`config.mk`:
```
export PLATFORM = sky130hd
export DESIGN_NAME = ilsel_top
export DESIGN_NICKNAME = d
export VERILOG_FILES = /design/src/include/ilsel_pkg.sv /design/src/core/ilsel_reg8.sv /design/src/core/ilsel_top.sv
export SDC_FILE = /design/constraint.sdc
export NUM_CORES = 1
export LEC_CHECK = 0
export BUFFER_PORTS_ARGS = -buffer_cell sky130_fd_sc_hd__buf_2
export CORE_AREA = 2 2 72 74
export CTS_CLUSTER_SIZE = 8
export DETAILED_ROUTE_END_ITERATION = 8
export DIE_AREA = 0 0 74 76
export PLACE_DENSITY = 0.47
export SLEW_MARGIN = 20
export SYNTH_ARGS = -nofsm -noshare
export SYNTH_HDL_FRONTEND = slang
export SYNTH_HIERARCHICAL = 1
export SYNTH_SLANG_ARGS = --single-unit
```
`constraint.sdc`:
```
create_clock -name i_clk -period 0.97 [get_ports i_clk]
set_clock_uncertainty 0.1 [all_clocks]
set_input_delay 0.194 -clock i_clk [delete_from_list [all_inputs] [get_ports i_clk]]
set_output_delay 0.194 -clock i_clk [all_outputs]
set_load 0.005 [all_outputs]
```
`src/include/ilsel_pkg.sv`:
```
// constants for the interrupt level select registers
package ilsel_pkg;

	// special-function register addresses
	localparam logic [7:0] ILSEL_ADDR_MAIN = 8'hb8;
	localparam logic [7:0] ILSEL_ADDR_EXT  = 8'hf7;

	// reset values
	localparam logic [7:0] ILSEL_RESET_MAIN = 8'h00;
	localparam logic [7:0] ILSEL_RESET_EXT  = 8'h00;

	// writable bit masks and fixed read values of unused bits
	localparam logic [7:0] ILSEL_WMASK_MAIN = 8'h3f;
	localparam logic [7:0] ILSEL_WMASK_EXT  = 8'hbf;
	localparam logic [7:0] ILSEL_RFIX_MAIN  = 8'hc0;
	localparam logic [7:0] ILSEL_RFIX_EXT   = 8'h00;

	// read data returned for an address that maps to neither register
	localparam logic [7:0] ILSEL_RDATA_NONE = 8'h00;

	// main register field positions
	localparam int ILSEL_TIMER2_BIT = 5;
	localparam int ILSEL_UART_BIT   = 4;
	localparam int ILSEL_TIMER1_BIT = 3;
	localparam int ILSEL_EXT1_BIT   = 2;
	localparam int ILSEL_TIMER0_BIT = 1;
	localparam int ILSEL_EXT0_BIT   = 0;

	// extended register field positions
	localparam int ILSEL_CLKVLD_BIT = 7;
	localparam int ILSEL_EXT7_BIT   = 5;
	localparam int ILSEL_EXT6_BIT   = 4;
	localparam int ILSEL_EXT5_BIT   = 3;
	localparam int ILSEL_EXT4_BIT   = 2;
	localparam int ILSEL_CONV_BIT   = 1;
	localparam int ILSEL_TIMER3_BIT = 0;

	// level encoding of one selection bit
	localparam logic ILSEL_LEVEL_LOW  = 1'b0;
	localparam logic ILSEL_LEVEL_HIGH = 1'b1;

endpackage

```
`src/core/ilsel_reg8.sv`:
```
// one 8-bit level select register with masked write and fixed unused bits
`timescale 1ns/10ps
module ilsel_reg8 #(
	parameter logic [7:0] RESET_VAL = 8'h00,
	parameter logic [7:0] WMASK     = 8'hff,
	parameter logic [7:0] RFIX      = 8'h00
) (
	input  wire logic       i_clk,
	input  wire logic       i_resetn,
	input  wire logic       i_wr,
	input  wire logic [7:0] i_wdata,
	output logic      [7:0] o_value,
	output logic      [7:0] o_rdata
);
	typedef struct packed {
		logic [7:0] val;
	} ilsel_reg8_st_t;

	ilsel_reg8_st_t st_reg;
	ilsel_reg8_st_t st_next;

	// masked write keeps unused bits at zero inside the flop
	always_comb begin
		st_next = st_reg;
		if (i_wr) begin
			st_next.val = (i_wdata & WMASK) | (st_reg.val & ~WMASK);
		end
	end

	always_ff @(posedge i_clk or negedge i_resetn) begin
		if (!i_resetn) begin
			st_reg.val <= RESET_VAL & WMASK;
		end else begin
			st_reg <= st_next;
		end
	end

	assign o_value = st_reg.val;
	// unused bits read as the fixed pattern, not the flop
	assign o_rdata = (st_reg.val & WMASK) | (RFIX & ~WMASK);
endmodule // ilsel_reg8

```
`src/core/ilsel_top.sv`:
```
// interrupt level select registers on the special-function register port
`timescale 1ns/10ps
module ilsel_top
	import ilsel_pkg::*;
(
	input  wire logic       i_clk,
	input  wire logic       i_resetn,
	input  wire logic [7:0] i_sfr_addr,
	input  wire logic       i_sfr_wr,
	input  wire logic       i_sfr_rd,
	input  wire logic [7:0] i_sfr_wdata,
	output logic      [7:0] o_sfr_rdata,
	output logic            o_sfr_hit,
	output logic            o_timer2_level_bit,
	output logic            o_uart_level_bit,
	output logic            o_timer1_level_bit,
	output logic            o_ext_int1_level_bit,
	output logic            o_timer0_level_bit,
	output logic            o_ext_int0_level_bit,
	output logic            o_clock_valid_level_bit,
	output logic            o_ext_int7_level_bit,
	output logic            o_ext_int6_level_bit,
	output logic            o_ext_int5_level_bit,
	output logic            o_ext_int4_level_bit,
	output logic            o_conversion_done_level_bit,
	output logic            o_timer3_level_bit
);
	import ilsel_pkg::*;

	// timing as the core sees it:
	//   a write is taken at the rising edge that samples the write strobe
	//   the level outputs follow straight after that same edge
	//   a read is taken at the rising edge that samples the read strobe
	//   read data stands from the next cycle until the following read
	//   the hit flag pulses for one cycle after a mapped read
	//   a read and a write in one cycle return the value held before it
	//   back to back accesses need no idle cycle between them
	//   unmapped addresses are ignored on write and read as zero
	//   unused and reserved bits never reach the level outputs
	// limitation: the address must stand with the strobe; nothing here
	//   latches it, so a core that moves it early hits the wrong register
	// trade-off: read data is registered to keep the outputs glitch free,
	//   at the cost of one cycle of read latency
	// both registers run on the same clock as the core: no synchronisers

	// read port state: data and hit pulse kept in one flop set
	typedef struct packed {
		logic [7:0] rdata;
		logic       hit;
	} ilsel_st_t;

	// state, register values and decoded strobes
	ilsel_st_t  st_reg;
	ilsel_st_t  st_next;
	logic [7:0] main_val;
	logic [7:0] main_rd;
	logic [7:0] ext_val;
	logic [7:0] ext_rd;
	logic       sel_main;
	logic       sel_ext;
	logic       wr_main;
	logic       wr_ext;
	logic       rd_main;
	logic       rd_ext;

	// address decode shared by write strobes and read mux
	function automatic logic addr_is(input logic [7:0] a,
		input logic [7:0] target);
		addr_is = (a == target);
	endfunction

	// a strobe counts only together with its register select
	function automatic logic strobe_at(input logic strobe,
		input logic sel);
		strobe_at = strobe && sel;
	endfunction

	// one level bit out of a stored register value
	function automatic logic level_of(input logic [7:0] v,
		input int pos);
		level_of = v[pos];
	endfunction

	// register selects; the two addresses never overlap
	assign sel_main = addr_is(i_sfr_addr, ILSEL_ADDR_MAIN);
	assign sel_ext  = addr_is(i_sfr_addr, ILSEL_ADDR_EXT);

	// write strobes; unmapped writes reach neither register
	assign wr_main = strobe_at(i_sfr_wr, sel_main);
	assign wr_ext  = strobe_at(i_sfr_wr, sel_ext);

	// read strobes for the registered read mux
	assign rd_main = strobe_at(i_sfr_rd, sel_main);
	assign rd_ext  = strobe_at(i_sfr_rd, sel_ext);

	// main register: timers 0 to 2, uart, ext ints 0 and 1
	// bits 7:6 are not stored, so a stray write there is harmless
	// and the read side shows them as the fixed pattern
	ilsel_reg8 #(
		.RESET_VAL (ILSEL_RESET_MAIN),
		.WMASK     (ILSEL_WMASK_MAIN),
		.RFIX      (ILSEL_RFIX_MAIN)
	) u_main (
		.i_clk    (i_clk),
		.i_resetn (i_resetn),
		.i_wr     (wr_main),
		.i_wdata  (i_sfr_wdata),
		.o_value  (main_val),
		.o_rdata  (main_rd)
	);

	// extended register: clock valid, ext ints 4 to 7, conversion,
	// timer 3; bit 6 is reserved and never stored
	// software is expected to write it as zero anyway
	ilsel_reg8 #(
		.RESET_VAL (ILSEL_RESET_EXT),
		.WMASK     (ILSEL_WMASK_EXT),
		.RFIX      (ILSEL_RFIX_EXT)
	) u_ext (
		.i_clk    (i_clk),
		.i_resetn (i_resetn),
		.i_wr     (wr_ext),
		.i_wdata  (i_sfr_wdata),
		.o_value  (ext_val),
		.o_rdata  (ext_rd)
	);

	// read mux; a read in the cycle of a write sees the old value
	// because both registers only change at the taking edge
	always_comb begin
		st_next     = st_reg;
		st_next.hit = 1'b0;
		if (rd_main) begin
			st_next.rdata = main_rd;
			st_next.hit   = 1'b1;
		end else if (rd_ext) begin
			st_next.rdata = ext_rd;
			st_next.hit   = 1'b1;
		end else if (i_sfr_rd) begin
			st_next.rdata = ILSEL_RDATA_NONE;
		end
	end

	// read port flops; reset clears data and hit
	// read data holds between reads so a slow core can still take it
	// the hit flag is a pulse and must be watched in its cycle
	always_ff @(posedge i_clk or negedge i_resetn) begin
		if (!i_resetn) begin
			st_reg <= '0;
		end else begin
			st_reg <= st_next;
		end
	end

	// read port outputs straight from the flops
	assign o_sfr_rdata = st_reg.rdata;
	assign o_sfr_hit   = st_reg.hit;

	// main register levels, straight from the register flops
	// every bit: 0 means the low level, 1 the high level
	// the priority logic reads these directly, no extra delay
	// a write shows here in the cycle after the taking edge

	// timer 2 interrupts
	assign o_timer2_level_bit = level_of(main_val, ILSEL_TIMER2_BIT);

	// uart interrupts
	assign o_uart_level_bit = level_of(main_val, ILSEL_UART_BIT);

	// timer 1 interrupts
	assign o_timer1_level_bit = level_of(main_val, ILSEL_TIMER1_BIT);

	// external interrupt 1
	assign o_ext_int1_level_bit = level_of(main_val, ILSEL_EXT1_BIT);

	// timer 0 interrupts
	assign o_timer0_level_bit = level_of(main_val, ILSEL_TIMER0_BIT);

	// external interrupt 0
	assign o_ext_int0_level_bit = level_of(main_val, ILSEL_EXT0_BIT);

	// extended register levels, same encoding as above
	// bit 6 is reserved and has no output
	// the clock valid level sits at the top bit
	// the rest follow from bit 5 down to bit 0

	// clock source valid event
	assign o_clock_valid_level_bit =
		level_of(ext_val, ILSEL_CLKVLD_BIT);

	// external interrupt 7
	assign o_ext_int7_level_bit = level_of(ext_val, ILSEL_EXT7_BIT);

	// external interrupt 6
	assign o_ext_int6_level_bit = level_of(ext_val, ILSEL_EXT6_BIT);

	// external interrupt 5
	assign o_ext_int5_level_bit = level_of(ext_val, ILSEL_EXT5_BIT);

	// external interrupt 4
	assign o_ext_int4_level_bit = level_of(ext_val, ILSEL_EXT4_BIT);

	// conversion done event
	assign o_conversion_done_level_bit =
		level_of(ext_val, ILSEL_CONV_BIT);

	// timer 3 interrupts
	assign o_timer3_level_bit = level_of(ext_val, ILSEL_TIMER3_BIT);

	// end of the level outputs; only the read data and hit flag leave this block besides
endmodule // ilsel_top

```
==> flow_metrics.py, run 1 <==
metrics = {
    "setup_path": {
        "critPathKind": "input port to flop",
        "critPathRequiredTime_ns": 1.02,
        "worstPathMaxFanout": 6,
        "arrival_ns": 1.30,
        "end_kind": "flop",
        "cp-start-kind": "input port",
    },
    "cts": {
        "cts_max_level": 1,
        "cts-root-buf": "clkbuf_8",
        "cts.clk_slew.worst_paths_ns": 0.08,
        "cts_sinks": 22,
        "clk_latency_ns": 0.26,
        "cts_tree": "built",
        "cts_buffers": 3,
        "cts_buffer_depth": 2,
    },
    "layout": {
        "nets": 165,
        "fillers": 500,
        "n_antenna_cell": 0,
        "area_growth_pct": 38.45,
        "layout-drive-gt1-share_pct": 64.34,
        "instances_no_fill": 213,
    },
    "die": {
        "core_sq_um": 4912,
        "die_y_microns": 76,
        "initial_core_util_pct": 23.59,
        "die_area_sq_um": 5624,
        "pin_count": 42,
        "die_w_microns": 74,
        "row_count": 26,
    },
    "placement": {
        "dp_hpwl_mm": 1.866,
        "post-place-cells": 190,
        "dp_slack_ns": -0.5889,
        "routabilityCongestion": 0.7439,
        "portBuffers": 40,
    },
    "outcome": {
        "outcome": "finished, violations left",
        "violations": "negative setup slack",
    },
    "global_route": {
        "grt_max_degree": 23,
        "grt_usage_pct": 10.10,
        "grt-ovfl-total": 0,
        "antenna_found_initial": 0,
        "grt_pass1_vias": 884,
        "grt_pass1_wl_mm": 4.347,
    },
    "drt": {
        "route.vias.total": 823,
        "vias_per_cell": 3.864,
        "ant_nets": 0,
        "drt-pass1-iter-count": 4,
        "drcViolationCount": 0,
        "post_drt_wl_per_cell_microns": 12.39,
        "drt_iter0_markers": 48,
        "drt-total-wl_mm": 2.639,
    },
    "power": {
        "total_power_w": 0.001754,
        "vdd.ir_drop.worst_v": 0.0004488,
        "pwr-share-clk_pct": 31.9,
        "p_sw_share_pct": 22.32,
        "pwr-share-seq_pct": 54.6,
        "pwr-share-comb_pct": 13.5,
        "intPower_w": 0.001363,
        "power_density_nw_per_um2": 1094,
        "p_switching_w": 0.0003915,
        "p_leak_nw": 0.8275,
    },
    "logic_synthesis": {
        "syn-mean-instance-area_sq_um": 12.59,
        "synth_cells": 92,
        "yosysWarnings": 6,
        "synthesis.area_sq_um": 1159,
    },
    "timing": {
        "max-slew-margin-rel_pct": 66.43,
        "slew_violations": 0,
        "grt_setup_unrepaired": "yes",
        "setup_slack_ns": -0.2817,
        "finalSetupViolations": 43,
        "tightest_slew_ns": 0.5036,
        "timing.final.crit_period_ns": 1.252,
        "hold_viol_final": 0,
        "timing.hold.ws_ns": 0.07297,
        "timing.fmax_mhz": 798.9,
        "finalCritPeriodShare_pct": 129.0,
    },
    "run": {
        "cap_violations": 0,
    },
    "worst_hold_path": {
        "holdCritPathClass": "input port to flop",
    },
}
[layer usage]
layer  track usage (%)  vias up  wire (microns)
met5                 0        -               0
met4             4.364        0              59
met3             2.778        6             147
met2             15.80       29            1238
met1             12.84      393            1193
li1                  -      395               -
[flip-flops by register name, summed over array words and instances, names as in the netlist]
signal,count
o_sfr_rdata,8
u_ext/o_value,7
u_main/o_value,6
o_sfr_hit,1
[worst paths after layout]
check / slack, ns / cells after the start / start / endpoint
worst max-delay path: -0.28 / 5 / i_sfr_addr[2] / u_main/o_value[2]
worst max register to register: -0.06 / 2 / u_main/o_value[2] / u_main/o_value[2]
worst min-delay path: 0.07 / 2 / i_sfr_wdata[7] / u_ext/o_value[7]
min in group asynchronous: 0.33 / 2 / i_resetn / o_sfr_rdata[2]
max in group asynchronous: 0.10 / 2 / i_resetn / u_ext/o_value[4]
worst min register to register: 0.42 / 2 / o_sfr_rdata[6] / o_sfr_rdata[6]
[stage by stage]
stage	setup TNS [ns]	util (%)	area, sq um
3_5_place_dp	-10.34	27.66	1359
2_1_floorplan	-6.750	-	1164
3_3_place_gp	-9.449	27.66	1359
4_1_cts	-5.760	31.76	1560
5_1_grt	-7.426	32.65	1604
6_report	-5.967	32.65	1604
[placed cells by master (no fill, tap or decap), drive strengths merged, types with 2 or more instances in the layout]
cell type  instances
conb               3
and3               2
inv                9
mux2              13
buf               66
o22ai              8
clkbuf             3
nor2               2
dfrtp             22
mux2i              8
[power by group through the flow]
stage	clock (W)	combinational [W]	sequential (W)
after floorplan	0	0.000117	0.000976
after global placement	0	0.000171	0.000982
after detailed placement	0	0.000176	0.000983
after CTS	0.000587	0.000231	0.000958
after global routing	0.000630	0.000260	0.000962
final	0.000560	0.000236	0.000958
[cell type report]
class / instances / area [sq um] / share of cell area (%)
sequential: 22 / 550.5 / 34.32
timing repair buffer: 67 / 454.2 / 28.32
multi-input combinational: 42 / 436.7 / 27.22
tap: 70 / 87.58 / 5.460
clock buffer: 3 / 41.29 / 2.574
inverter: 9 / 33.78 / 2.106
[timing repair]
action / CTS / global route
setup buffers: 16 / 5
pin swaps: 5 / 4
hold buffers: 1 / 0
endpoints found under the setup margin: 43 / 44
resized for setup: 7 / 7
hold endpoints to repair: 22 / 0
[critical path, stage by stage]
cell and delay, ns:
buf_6 0.09, nand2b_4 0.13, and4bb_2 0.33, and2_4 0.24
mux2_4 0.32
Note: power is estimated with default switching activity, not from simulation.
==> inputs of run 2 (changes only) <==
--- a/config.mk
+++ b/config.mk
@@ -10,7 +10,7 @@
 export CTS_CLUSTER_SIZE = 8
 export DETAILED_ROUTE_END_ITERATION = 8
 export DIE_AREA = 0 0 74 76
-export PLACE_DENSITY = 0.47
+export PLACE_DENSITY = 0.45
 export SLEW_MARGIN = 20
 export SYNTH_ARGS = -nofsm -noshare
 export SYNTH_HDL_FRONTEND = slang
==> constraint.sdc (replaced) <==
create_clock -name i_clk -period 0.97 [get_ports i_clk]
set_clock_uncertainty 0.1 [all_clocks]
set_input_delay 0.1455 -clock i_clk [delete_from_list [all_inputs] [get_ports i_clk]]
set_output_delay 0.1455 -clock i_clk [all_outputs]
set_load 0.005 [all_outputs]
==> flow_metrics.py, run 2 (synthesis results as in run 1) <==
metrics = {
    "setup_path": {
        "arrival_ns": 1.22,
        "critPathRequiredTime_ns": 1.02,
        "cp_top_family": "simple AND/OR/NAND/NOR gates",
        "cp-start-kind": "input port",
        "r2r-start": "u_main/o_value[0]",
        "worstPathMaxFanout": 6,
        "crit_slowest_cell": "and4bb_2",
        "cp_num_buf_inv": 1,
        "r2r_slack_ns": -0.04,
        "r2r_cells": 2,
        "r2r_end": "u_main/o_value[0]",
        "slowest_delay_ns": 0.32,
        "critPathKind": "input port to flop",
        "end_kind": "flop",
        "worstPathCellList": "buf_6 -> nand2b_4 -> and4bb_2 -> and2_4 -> mux2_4",
    },
    "drt": {
        "route.vias.total": 839,
        "ant_nets": 0,
        "wl_met1_mm": 1.165,
        "top_layer_used": "met3",
        "drt-pass1-iter-count": 4,
        "drt-total-wl_mm": 2.649,
        "met3WireLength_microns": 141,
        "drcViolationCount": 0,
        "drt_iter0_markers": 19,
        "post_drt_wl_per_cell_microns": 12.26,
        "wl_met2_mm": 1.342,
        "vias_per_cell": 3.884,
    },
    "layout": {
        "design_area_sq_um": 1637,
        "largest_register_ffs": 8,
        "nets": 167,
        "fillers": 525,
        "mostFrequentLayoutCell": "buf_2",
        "layout-drive-gt1-share_pct": 63.70,
        "final_core_util_pct": 33.32,
        "most-common-layout-cells": "buf_2, buf_4, dfrtp_1, mux2_4, inv_1",
        "area_growth_pct": 41.25,
        "n_antenna_cell": 0,
    },
    "worst_hold_path": {
        "holdPathEnd": "u_ext/o_value[7]",
        "hold_start": "i_sfr_wdata[7]",
        "holdCritPathClass": "input port to flop",
        "hold_depth": 2,
    },
    "die": {
        "pin_count": 42,
        "die_area_sq_um": 5624,
        "die_y_microns": 76,
        "row_count": 26,
        "core_sq_um": 4912,
        "die_w_microns": 74,
        "initial_core_util_pct": 23.59,
    },
    "timing": {
        "timing.fmax_mhz": 852.0,
        "timing.final.crit_period_ns": 1.174,
        "hold_viol_final": 0,
        "finalSetupViolations": 43,
        "slew_violations": 0,
        "grt_setup_unrepaired": "yes",
        "finalCritPeriodShare_pct": 121.0,
        "setup_slack_ns": -0.2038,
    },
    "global_route": {
        "antenna_found_initial": 0,
        "grt_usage_pct": 9.997,
        "grt_pass1_vias": 952,
        "grt_max_degree": 23,
        "grt-ovfl-total": 0,
        "grt_pass1_wl_mm": 4.326,
    },
    "cts": {
        "cts_buffer_depth": 2,
        "cts_buffers": 3,
        "cts.clk_slew.worst_paths_ns": 0.09,
        "cts-root-buf": "clkbuf_8",
        "cts_tree": "built",
        "clk_latency_ns": 0.26,
        "cts_sinks": 22,
        "cts_max_level": 1,
    },
    "power": {
        "p_leak_nw": 0.8471,
        "p_switching_w": 0.0004223,
        "pwr-share-clk_pct": 41.8,
        "p_sw_share_pct": 20.48,
        "pwr-share-comb_pct": 11.7,
        "intPower_w": 0.001640,
        "power_density_nw_per_um2": 1260,
        "pwr-share-seq_pct": 46.5,
        "vdd.ir_drop.worst_v": 0.0008001,
    },
    "outcome": {
        "outcome": "finished, violations left",
        "violations": "negative setup slack",
    },
    "run": {
        "cap_violations": 0,
    },
    "placement": {
        "routabilityCongestion": 0.7519,
        "dp_hpwl_mm": 1.910,
        "portBuffers": 40,
        "placed_area_sq_um": 1386,
    },
}
[run 2: cell types whose count changed in the layout (fill, tap and decap cells not counted)]
cell	before	now
mux2i_2	2	0
bufinv_16	0	1
buf_12	1	2
buf_2	36	38
nor4_1	1	0
inv_1	8	9
inv_2	1	0
buf_6	7	2
nor4_2	0	1
mux2i_1	6	8
buf_4	22	26
[run 2: worst register-to-register path, cell delays in order (launching register included)]
cell     delay, ns
dfrtp_1       0.40
buf_4         0.14
mux2_4        0.26
[run 2: layout make-up]
type	count	area, sq um	area share, %
Inverter	9	33.78	2.064
Sequential cell	22	550.5	33.64
Clock inverter	1	30.03	1.835
Clock buffer	3	41.29	2.523
Timing Repair Buffer	69	457.9	27.98
Multi-Input combinational cell	42	435.4	26.61
Tap cell	70	87.58	5.352
[run 2: worst max path at each step]
stage                  startpoint                 to  slack [ns]  cells past startpoint
finish              i_sfr_addr[2]  u_main/o_value[4]       -0.20                      5
global route        i_sfr_addr[2]  u_main/o_value[5]       -0.22                      5
CTS                 i_sfr_addr[2]  u_main/o_value[1]       -0.18                      5
detailed placement  i_sfr_addr[2]  u_main/o_value[0]       -0.51                      5
global placement    i_sfr_addr[2]  u_main/o_value[3]       -0.48                      5
floorplan           i_sfr_addr[2]  u_main/o_value[0]       -0.48                      6
[run 2: what timing repair did]
item,4_1_cts,5_1_grt
pin swaps,5,6
hold buffers,1,0
endpoints found under the setup margin,42,43
endpoints found under the hold margin,22,0
gates resized for setup,4,4
buffers inserted,18,3
[run 2: metal layers]
layer  global-route usage [%]  up-vias
li1                         -      399
met1                    11.94      413
met2                    16.70       27
met3                    2.381        0
met4                    4.364        0
met5                        0        -
[run 2: metrics by stage]
step                instances  total power [W]  setup slack (ns)  hold WS, ns  setup TNS (ns)
floorplan                  93         0.001093           -0.4799      -0.2501          -5.731
global placement          192         0.001167           -0.4758    -0.009232          -8.393
detailed placement        192         0.001172           -0.5080    -0.007231          -8.786
CTS                       215         0.002077           -0.1752     0.007573          -4.227
global route              216         0.002146           -0.2238     0.009799          -5.285
finish                    216         0.002062           -0.2038      0.01323          -3.769
[run 2: power by group through the flow]
stage | clock [W] | combinational, W | sequential [W]
global route | 0.000919 | 0.000265 | 0.000962
floorplan | 0 | 0.000117 | 0.000976
CTS | 0.000882 | 0.000236 | 0.000958
detailed placement | 0 | 0.000190 | 0.000982
global placement | 0 | 0.000185 | 0.000982
finish | 0.000863 | 0.000242 | 0.000958
